===== src/verilog/ptg_pkg.sv =====
package ptg_pkg;

  // Panel data formats served by the timing generator
  typedef enum logic [1:0] {
    PTG_MONO8,
    PTG_COLOR4,
    PTG_COLOR8_F1,
    PTG_COLOR8_F2
  } ptg_mode_e;

  // Widths of programmed fields, position counters and data pins, and the FIFO depth
  localparam int PTG_HFIELD_W = 7;
  localparam int PTG_POS_FIELD_W = 10;
  localparam int PTG_POS_W = 11;
  localparam int PTG_AC_W = 6;
  localparam int PTG_DATA_W = 8;
  localparam int PTG_FIFO_DEPTH = 4;

  // Field to count conversions
  localparam logic [10:0] PTG_FIELD_ADD = 11'h001;
  localparam int PTG_HUNIT_SHIFT = 3;
  localparam logic [10:0] PTG_ACTIVE_START_OFFSET_ADD = 11'h016;

  // Shift clock shapes, in pixel clocks from the active start
  localparam logic [2:0] PTG_MONO8_HIGH = 3'h4;
  localparam logic [10:0] PTG_C4_LEAD = 11'h001;

  // Reset value of the data pins, and the bias setting that selects one toggle per frame
  localparam logic [7:0] PTG_DATA_RESET = 8'h00;
  localparam logic [5:0] PTG_AC_PER_FRAME = 6'h00;

endpackage : ptg_pkg


===== src/verilog/ptg_stream_if.sv =====
`timescale 1ns/1ps
interface ptg_stream_if #(
  parameter int W = 8
);
  logic valid;
  logic ready;
  logic [W-1:0] data;

  modport src (output valid, output data, input ready);
  modport snk (input valid, input data, output ready);
endinterface : ptg_stream_if


===== src/verilog/ptg_fifo.sv =====
`timescale 1ns/1ps
module ptg_fifo
  import ptg_pkg::*;
#(
  parameter int W = 8,
  parameter int DEPTH = 4
) (
  // Clock and reset
  input wire logic sys_clk,
  input wire logic reset,
  // Filling side
  ptg_stream_if.snk fill,
  // Draining side
  ptg_stream_if.src drain
);

  localparam int AW = (DEPTH > 1) ? $clog2(DEPTH) : 1;
  localparam logic [AW:0] DEPTH_C = (AW + 1)'(DEPTH);
  localparam logic [AW-1:0] LAST_C = AW'(DEPTH - 1);

  if (DEPTH < 2) begin : g_bad_depth
    $error("ptg_fifo: DEPTH must be at least 2");
  end

  typedef struct packed {
    logic [DEPTH-1:0][W-1:0] mem;
    logic [AW-1:0] wp;
    logic [AW-1:0] rp;
    logic [AW:0] cnt;
    logic in_rdy;
  } ptg_fifo_s;

  ptg_fifo_s r_reg;
  ptg_fifo_s r_next;
  logic push;
  logic pop;

  assign fill.ready = r_reg.in_rdy;
  assign drain.valid = (r_reg.cnt != '0);
  assign drain.data = r_reg.mem[r_reg.rp];

  always_comb
  begin
    r_next = r_reg;
    push = fill.valid && r_reg.in_rdy;
    pop = drain.ready && (r_reg.cnt != '0);
    if (push)
    begin
      r_next.mem[r_reg.wp] = fill.data;
      r_next.wp = (r_reg.wp == LAST_C) ? '0 : r_reg.wp + 1'b1;
    end
    if (pop)
    begin
      r_next.rp = (r_reg.rp == LAST_C) ? '0 : r_reg.rp + 1'b1;
    end
    if (push && !pop)
    begin
      r_next.cnt = r_reg.cnt + 1'b1;
    end
    else if (pop && !push)
    begin
      r_next.cnt = r_reg.cnt - 1'b1;
    end
    // Registered ready keeps the upstream path short
    r_next.in_rdy = (r_next.cnt < DEPTH_C);
  end

  always_ff @(posedge sys_clk)
  begin
    if (reset)
    begin
      r_reg <= '0;
    end
    else
    begin
      r_reg <= r_next;
    end
  end

endmodule : ptg_fifo


===== src/verilog/ptg_timing_gen.sv =====
`timescale 1ns/1ps
// Notes on behaviour
// - Active lines are field plus one
// - Blank lines are total minus active
// - Active pixels are field plus one, times eight
// - Blank pixels are total minus active pixels
// - Horizontal timing counted in whole pixel clocks
// - Frame pulse leads line fall by start+width
// - Frame pulse holds total minus start+width
// - Bias toggle leads line rise by start
// - Last shift fall placed by mode offset
// - Format one ends two shift clocks apart
// - Shift-to-line-fall adds line pulse width
// - First shift rise after active start offset
// - First shift fall after mode delay
// - Mono shift: period eight, four low/high
// - Colour four: one pixel, half phases
// - Format one: two clocks, period four
// - Format two: period two, one low/high
// - Pixels per line are field plus one, eight
// - Line pulse starts at field plus one
// - Line pulse width is field plus one
// - Active start is field plus twenty-two
module ptg_timing_gen
  import ptg_pkg::*;
#(
  parameter int FIFO_DEPTH = PTG_FIFO_DEPTH
) (
  // Clock and reset
  input wire logic sys_clk,
  input wire logic reset,
  // Pixel clock from outside, sampled
  input wire logic pixel_clock,
  // Control and timing fields
  input wire logic enable,
  input wire ptg_mode_e mode,
  input wire logic [PTG_HFIELD_W-1:0] pixels_per_line_cfg,
  input wire logic [PTG_HFIELD_W-1:0] active_pixels_per_line_cfg,
  input wire logic [PTG_POS_FIELD_W-1:0] active_start_offset_cfg,
  input wire logic [PTG_POS_FIELD_W-1:0] line_pulse_start_cfg,
  input wire logic [PTG_HFIELD_W-1:0] line_pulse_width_cfg,
  input wire logic [PTG_POS_FIELD_W-1:0] lines_per_frame_cfg,
  input wire logic [PTG_POS_FIELD_W-1:0] active_lines_per_frame_cfg,
  input wire logic [PTG_AC_W-1:0] ac_bias_lines_cfg,
  // Pixel data stream
  input wire logic [PTG_DATA_W-1:0] pix_data,
  input wire logic pix_valid,
  output logic pix_ready,
  // Panel pins
  output logic frame_pulse,
  output logic line_pulse,
  output logic shift_clock,
  output logic second_shift_clock,
  output logic [PTG_DATA_W-1:0] panel_data_bus,
  output logic ac_bias_toggle,
  // Status
  output logic underrun
);

  if (FIFO_DEPTH < 2) begin : g_bad_depth
    $error("ptg_timing_gen: FIFO_DEPTH must be at least 2");
  end

  typedef struct packed {
    logic pclk_s1;
    logic pclk_s2;
    logic pclk_s3;
    logic [PTG_POS_W-1:0] h;
    logic [PTG_POS_W-1:0] v;
    logic line;
    logic frame;
    logic sh;
    logic sh2;
    logic ac;
    logic [PTG_AC_W-1:0] ac_cnt;
    logic [PTG_DATA_W-1:0] dat;
    logic underrun;
    logic [PTG_POS_W-1:0] lcnt;
    logic [PTG_POS_W-1:0] fcnt;
    logic [PTG_POS_W-1:0] scnt;
    logic line_seen;
  } ptg_state_s;

  ptg_state_s r_reg;
  ptg_state_s r_next;

  ptg_stream_if #(.W(PTG_DATA_W)) in_s ();
  ptg_stream_if #(.W(PTG_DATA_W)) out_s ();

  ptg_fifo #(
    .W(PTG_DATA_W),
    .DEPTH(FIFO_DEPTH)
  ) u_fifo (
    .sys_clk(sys_clk),
    .reset(reset),
    .fill(in_s),
    .drain(out_s)
  );

  logic [PTG_POS_W-1:0] ht;
  logic [PTG_POS_W-1:0] active_pixels_per_line;
  logic [PTG_POS_W-1:0] active_start_offset;
  logic [PTG_POS_W-1:0] line_pulse_start;
  logic [PTG_POS_W-1:0] line_pulse_width;
  logic [PTG_POS_W-1:0] vt;
  logic [PTG_POS_W-1:0] active_lines_per_frame;
  logic rise;
  logic fall;
  logic [PTG_POS_W-1:0] h_nx;
  logic [PTG_POS_W-1:0] v_nx;
  logic [PTG_POS_W-1:0] rel;
  logic active;
  logic load;
  logic pop;

  // Totals and positions from the programmed fields
  assign ht = PTG_POS_W'(({4'h0, pixels_per_line_cfg} + PTG_FIELD_ADD)
    << PTG_HUNIT_SHIFT);
  assign active_pixels_per_line = PTG_POS_W'(({4'h0, active_pixels_per_line_cfg}
    + PTG_FIELD_ADD) << PTG_HUNIT_SHIFT);
  assign active_start_offset = {1'b0, active_start_offset_cfg} + PTG_ACTIVE_START_OFFSET_ADD;
  assign line_pulse_start = {1'b0, line_pulse_start_cfg} + PTG_FIELD_ADD;
  assign line_pulse_width = {4'h0, line_pulse_width_cfg} + PTG_FIELD_ADD;
  assign vt = {1'b0, lines_per_frame_cfg} + PTG_FIELD_ADD;
  assign active_lines_per_frame = {1'b0, active_lines_per_frame_cfg} + PTG_FIELD_ADD;

  // Edges seen only past the second sampling stage
  assign rise = r_reg.pclk_s2 && !r_reg.pclk_s3;
  assign fall = !r_reg.pclk_s2 && r_reg.pclk_s3;

  assign in_s.valid = pix_valid;
  assign in_s.data = pix_data;
  assign pix_ready = in_s.ready;
  assign out_s.ready = pop;

  assign frame_pulse = r_reg.frame;
  assign line_pulse = r_reg.line;
  assign shift_clock = r_reg.sh;
  assign second_shift_clock = r_reg.sh2;
  assign panel_data_bus = r_reg.dat;
  assign ac_bias_toggle = r_reg.ac;
  assign underrun = r_reg.underrun;

  always_comb
  begin
    r_next = r_reg;
    pop = 1'b0;
    load = 1'b0;
    h_nx = r_reg.h;
    v_nx = r_reg.v;
    rel = '0;
    active = 1'b0;
    r_next.pclk_s1 = pixel_clock;
    r_next.pclk_s2 = r_reg.pclk_s1;
    r_next.pclk_s3 = r_reg.pclk_s2;
    if (!enable)
    begin
      // Parked on the last pixel so the first tick opens line zero
      r_next.h = ht - PTG_FIELD_ADD;
      r_next.v = vt - PTG_FIELD_ADD;
      r_next.line = 1'b0;
      r_next.frame = 1'b0;
      r_next.sh = 1'b0;
      r_next.sh2 = 1'b0;
      r_next.ac = 1'b0;
      r_next.ac_cnt = '0;
      r_next.dat = PTG_DATA_RESET;
      r_next.underrun = 1'b0;
      r_next.line_seen = 1'b0;
    end
    else if (rise)
    begin
      if (r_reg.h >= ht - PTG_FIELD_ADD)
      begin
        h_nx = '0;
        v_nx = (r_reg.v >= vt - PTG_FIELD_ADD) ? '0 : r_reg.v + 1'b1;
      end
      else
      begin
        h_nx = r_reg.h + 1'b1;
      end
      r_next.h = h_nx;
      r_next.v = v_nx;
      // Line pulse every line, from start for the width
      r_next.line = (h_nx >= line_pulse_start) && (h_nx < line_pulse_start + line_pulse_width);
      // Frame pulse spans all of line zero
      r_next.frame = (v_nx == '0);
      // Bias flips at line start, a full start position ahead
      if (h_nx == '0)
      begin
        if (ac_bias_lines_cfg == PTG_AC_PER_FRAME)
        begin
          if (v_nx == '0)
          begin
            r_next.ac = !r_reg.ac;
          end
        end
        else if (r_reg.ac_cnt + 1'b1 >= ac_bias_lines_cfg)
        begin
          r_next.ac = !r_reg.ac;
          r_next.ac_cnt = '0;
        end
        else
        begin
          r_next.ac_cnt = r_reg.ac_cnt + 1'b1;
        end
      end
      // Active window; blanking is whatever is left of line or frame
      active = (v_nx < active_lines_per_frame) && (h_nx >= active_start_offset)
        && (h_nx < active_start_offset + active_pixels_per_line);
      rel = h_nx - active_start_offset;
      r_next.sh2 = 1'b0;
      case (mode)
        PTG_MONO8:
        begin
          r_next.sh = active && (rel[2:0] < PTG_MONO8_HIGH);
          load = active && (rel[2:0] == 3'h0);
        end
        PTG_COLOR4:
        begin
          // Held back one pixel at each end of the window
          r_next.sh = active && (rel >= PTG_C4_LEAD)
            && (rel < active_pixels_per_line - PTG_C4_LEAD);
          load = r_next.sh;
        end
        PTG_COLOR8_F1:
        begin
          r_next.sh = active && !rel[1];
          r_next.sh2 = active && rel[1];
          load = active && rel[0];
        end
        default:
        begin
          r_next.sh = active && !rel[0];
          load = active && !rel[0];
        end
      endcase
      if (load)
      begin
        if (out_s.valid)
        begin
          pop = 1'b1;
          if (mode == PTG_COLOR4)
          begin
            r_next.dat = {out_s.data[3:0], 4'h0};
          end
          else
          begin
            r_next.dat = out_s.data;
          end
        end
        else
        begin
          // Missed word keeps the old data on the pins
          r_next.underrun = 1'b1;
        end
      end
      // Pixel counters since each rising edge; line fall lands at spacing
      r_next.lcnt = (r_next.line && !r_reg.line) ? '0
        : r_reg.lcnt + 1'b1;
      r_next.fcnt = (r_next.frame && !r_reg.frame) ? '0
        : r_reg.fcnt + 1'b1;
      r_next.scnt = (r_next.sh && !r_reg.sh) ? '0 : r_reg.scnt + 1'b1;
      if (r_next.line)
      begin
        r_next.line_seen = 1'b1;
      end
    end
    else if (fall && (mode == PTG_COLOR4))
    begin
      r_next.sh = 1'b0;
    end
  end

  always_ff @(posedge sys_clk)
  begin
    if (reset)
    begin
      r_reg <= '0;
    end
    else
    begin
      r_reg <= r_next;
    end
  end
endmodule : ptg_timing_gen


===== config.mk =====
export PLATFORM = sky130hd
export DESIGN_NAME = ptg_timing_gen
export DESIGN_NICKNAME = d
export VERILOG_FILES = /design/src/verilog/ptg_pkg.sv /design/src/verilog/ptg_stream_if.sv /design/src/verilog/ptg_fifo.sv /design/src/verilog/ptg_timing_gen.sv
export SDC_FILE = /design/constraint.sdc
export NUM_CORES = 1
export LEC_CHECK = 0
export BUFFER_PORTS_ARGS = -buffer_cell sky130_fd_sc_hd__buf_2
export CAP_MARGIN = 25
export CORE_ASPECT_RATIO = 1.75
export CORE_UTILIZATION = 45
export CTS_CLUSTER_SIZE = 12
export DETAILED_ROUTE_END_ITERATION = 10
export GPL_TIMING_DRIVEN = 0
export PLACE_DENSITY_LB_ADDON = 0.25
export SLEW_MARGIN = 5
export SYNTH_ARGS = -nofsm -noshare
export SYNTH_HDL_FRONTEND = slang
export SYNTH_SLANG_ARGS = --single-unit

===== constraint.sdc =====
create_clock -name sys_clk -period 11.7 [get_ports sys_clk]
set_clock_uncertainty 0.2 [all_clocks]
set_input_delay 3.51 -clock sys_clk [delete_from_list [all_inputs] [get_ports sys_clk]]
set_output_delay 3.51 -clock sys_clk [all_outputs]
set_load 0.03 [all_outputs]

==> impl_metrics.py <==
metrics = {
    "placed_design": {
        "dp_hpwl_um": 19800,
        "post-place-ws_ns": 0.125,
        "dp.cells": 1426,
        "gp_congestion": 0.944,
        "io_buffers": 92,
        "place_area_um2": 9240,
    },
    "min_path": {
        "whs_path_depth": 1,
        "min_to": "r_next[76]$_SDFF_PP0_",
        "hold_start": "r_next[77]$_SDFF_PP0_",
        "hold_path.class": "flop to flop",
    },
    "detailed_routing": {
        "wl_um": 23800,
        "wl_per_cell_um": 16.5,
        "vias": 8215,
        "ant_nets": 0,
        "drtPass1Iterations": 5,
        "drtIter0Drc": 280,
        "drc": 0,
        "avgViaCountPerCell": 5.70,
    },
    "die": {
        "design.core.area_um2": 18500,
        "chipHeight_um": 184,
        "die_x_um": 106,
        "rows": 66,
        "start_util_pct": 45.9,
        "ios": 97,
        "die-area_um2": 19400,
    },
    "cts": {
        "tritoncts": "done",
        "postCtsSetupRepairBufs": 0,
        "path_clk_slew_ns": 0.07,
        "numCtsBuffers": 9,
        "htreeDepth": 3,
        "clock_sinks": 85,
        "postCtsHoldBufs": 0,
        "cts.root.buffer_cell": "clkbuf_16",
        "insertion_delay_ns": 0.35,
        "clk_path_buf_depth": 2,
    },
    "timing": {
        "setup_viol": 0,
        "fin_crit_ns": 11.13,
        "slew_viol_final": 0,
        "hold_viol": 0,
        "max_freq_mhz": 89.9,
        "slew_headroom_pct": 42.5,
        "rsz0062_at_grt": "no",
        "worstMarginPinSlew_ns": 0.863,
        "setup_ws_ns": 0.574,
        "fin_crit_sh_pct": 95.1,
        "setup_tns_ns": 0,
    },
    "setup_path": {
        "critPathSlowestCell": "o21ai_0",
        "crit_fanout": 10,
        "cp-startpoint": "pixels_per_line_cfg[0]",
        "crit_top_cell": "ha_1",
        "crit_arrival_ns": 11.19,
        "cp-end-kind": "flop",
        "reg2reg_from": "r_reg[69]$_SDFFE_PP0P_",
        "critical_path_class": "input port to flop",
        "slowest_delay_ns": 0.43,
        "critPathLaunchType": "input port",
        "crit_required_ns": 11.77,
        "rr_worst_depth": 26,
        "reg2reg_slack_ns": 4.83,
    },
    "job": {
        "maxCapViolCount": 0,
    },
    "synth": {
        "yosys-top-cells-area": "dfxtp_1 (20%), ha_1 (17%), a21oi_1 (5.5%), nand2_1 (5.3%), xnor2_1 (5.3%)",
        "synth-seq-area-share_pct": 20.1,
        "synth.avg_cell_area_um2": 7.74,
        "synthTopCellsByCount": "nand2_1 (120), ha_1 (114), a21oi_1 (93), dfxtp_1 (85)",
        "synthFlopType": "dfxtp_1",
        "yosys.area.top_type": "dfxtp_1",
        "syn_area_um2": 8480,
        "synth_fp_nets": 1295,
        "synth-edff-count": 0,
        "syn_inst": 1096,
        "async_flop_share_pct": 0,
        "yosysUniqueCellTypes": 79,
        "yosys.cell_count.top_type": "nand2_1",
        "yosys_warnings": 0,
        "synth-seq-cells": 85,
        "synth_top_area_share_pct": 20.1,
    },
    "power_and_ir_drop": {
        "power_density_nw_per_um2": 99.5,
        "total_power_uw": 948,
        "ir_drop_mv": 0.0646,
        "power.leakage_uw": 0.00421,
    },
    "grt": {
        "grt.overflow.total": 0,
        "grt_pass1_vias": 8205,
        "grt_max_degree": 18,
        "antenna_found_initial": 1,
        "grt.total_usage_pct": 25.2,
        "grt_pass1_wl_um": 38600,
    },
    "final_layout": {
        "layout.nets": 1398,
        "largest_reg_flops": 38,
        "n_antenna_cell": 0,
        "fin_cells": 1442,
        "drive_gt1_share_pct": 13.4,
        "finalInstanceArea_um2": 9530,
        "syn2layout_area_growth_pct": 12.4,
        "fill_cells": 1917,
    },
    "outcome": {
        "outcome": "complete, no violations",
    },
}
==> worst max-delay path, delay by kind of cell <==
family	cells	cell delay, ns
adder cells (fa/ha/maj)	5	1.46
buffers and inverters	4	0.70
XOR/XNOR	1	0.31
multiplexers	1	0.24
AO/OA/AOI/OAI	16	3.72
AND/OR/NAND/NOR	5	1.25
==> cells by family (layout without fill, tap and decap cells) <==
group	after synthesis	count (layout)	share of synthesized area (%)
and+or+nand+nor	400	400	22.7
buffers and inverters	129	237	6.33
DFF	85	85	20.1
AOI/OAI and AO/OA	250	250	19.8
muxes	31	31	4.97
xor gates and xnor gates	84	84	8.67
adders and majority gates	117	117	17.5
==> timing repair <==
item | CTS | global route
endpoints found under the hold margin | 0 | 0
resized for setup | 0 | 3
endpoints found under the setup margin | 0 | 1
==> worst max-delay path by stage <==
stage	endpoint	depth (start not counted)
after detailed placement	flop	32
after global routing	flop	32
after floorplan	flop	31
final	flop	32
after CTS	flop	32
after global placement	flop	32
==> report_power, final <==
| group | internal (µW) | leakage [µW] | switching (µW) |
|---|---|---|---|
| logic | 144 | 0.00338 | 207 |
| registers | 298 | 0.000692 | 11.7 |
| clock network | 150 | 0.000141 | 137 |
| total | 592 | 0.00421 | 357 |
==> per-stage QoR <==
stage          utilization (%)  hold slack, ns
5_1_grt                   51.5           0.261
6_report                  51.5           0.242
2_1_floorplan                -           0.214
4_1_cts                   51.5           0.249
3_5_place_dp              50.0           0.233
3_3_place_gp              50.0           0.229
==> area by class of cell <==
class	instances	area, µm²	share of cell area, %
Buffer	53	253	2.65
Clock buffer	9	225	2.36
Clock inverter	7	65.1	0.682
Inverter	76	285	2.99
Multi-Input combinational cell	882	6250	65.5
Sequential cell	85	1700	17.8
Tap cell	238	298	3.12
Timing Repair Buffer	92	460	4.83
==> placed cells by master, fill, tap and decap left out, types with 4 or more instances in the layout <==
master,n
a211oi_1,12
a21o_1,18
a21o_2,4
a21oi_1,93
a22oi_1,4
a311oi_1,9
a31oi_1,7
and3_1,24
buf_1,4
buf_2,95
buf_4,8
clkbuf_1,34
clkbuf_16,9
dfxtp_1,85
ha_1,114
inv_1,75
mux2_2,6
mux2i_1,17
mux4_2,7
nand2_1,120
nand2b_1,18
nand3_1,77
nand4_1,8
nor2_1,76
nor2b_1,21
nor3_1,22
nor3b_1,4
nor4_1,7
o2111ai_1,4
o211ai_1,6
o21a_1,6
o21ai_0,39
o21bai_1,6
o31ai_1,8
or3_1,4
xnor2_1,51
xor2_1,33
==> per-layer routing <==
layer  track usage, %  share of wire (%)  vias up
li1                 -                  -     4121
met1             22.9                 35     3824
met2             50.9                 55      200
met3             3.65                3.9       68
met4             15.0                5.9        2
met5                0              0.042        -
No activity file was read; power rests on OpenSTA's default activity.
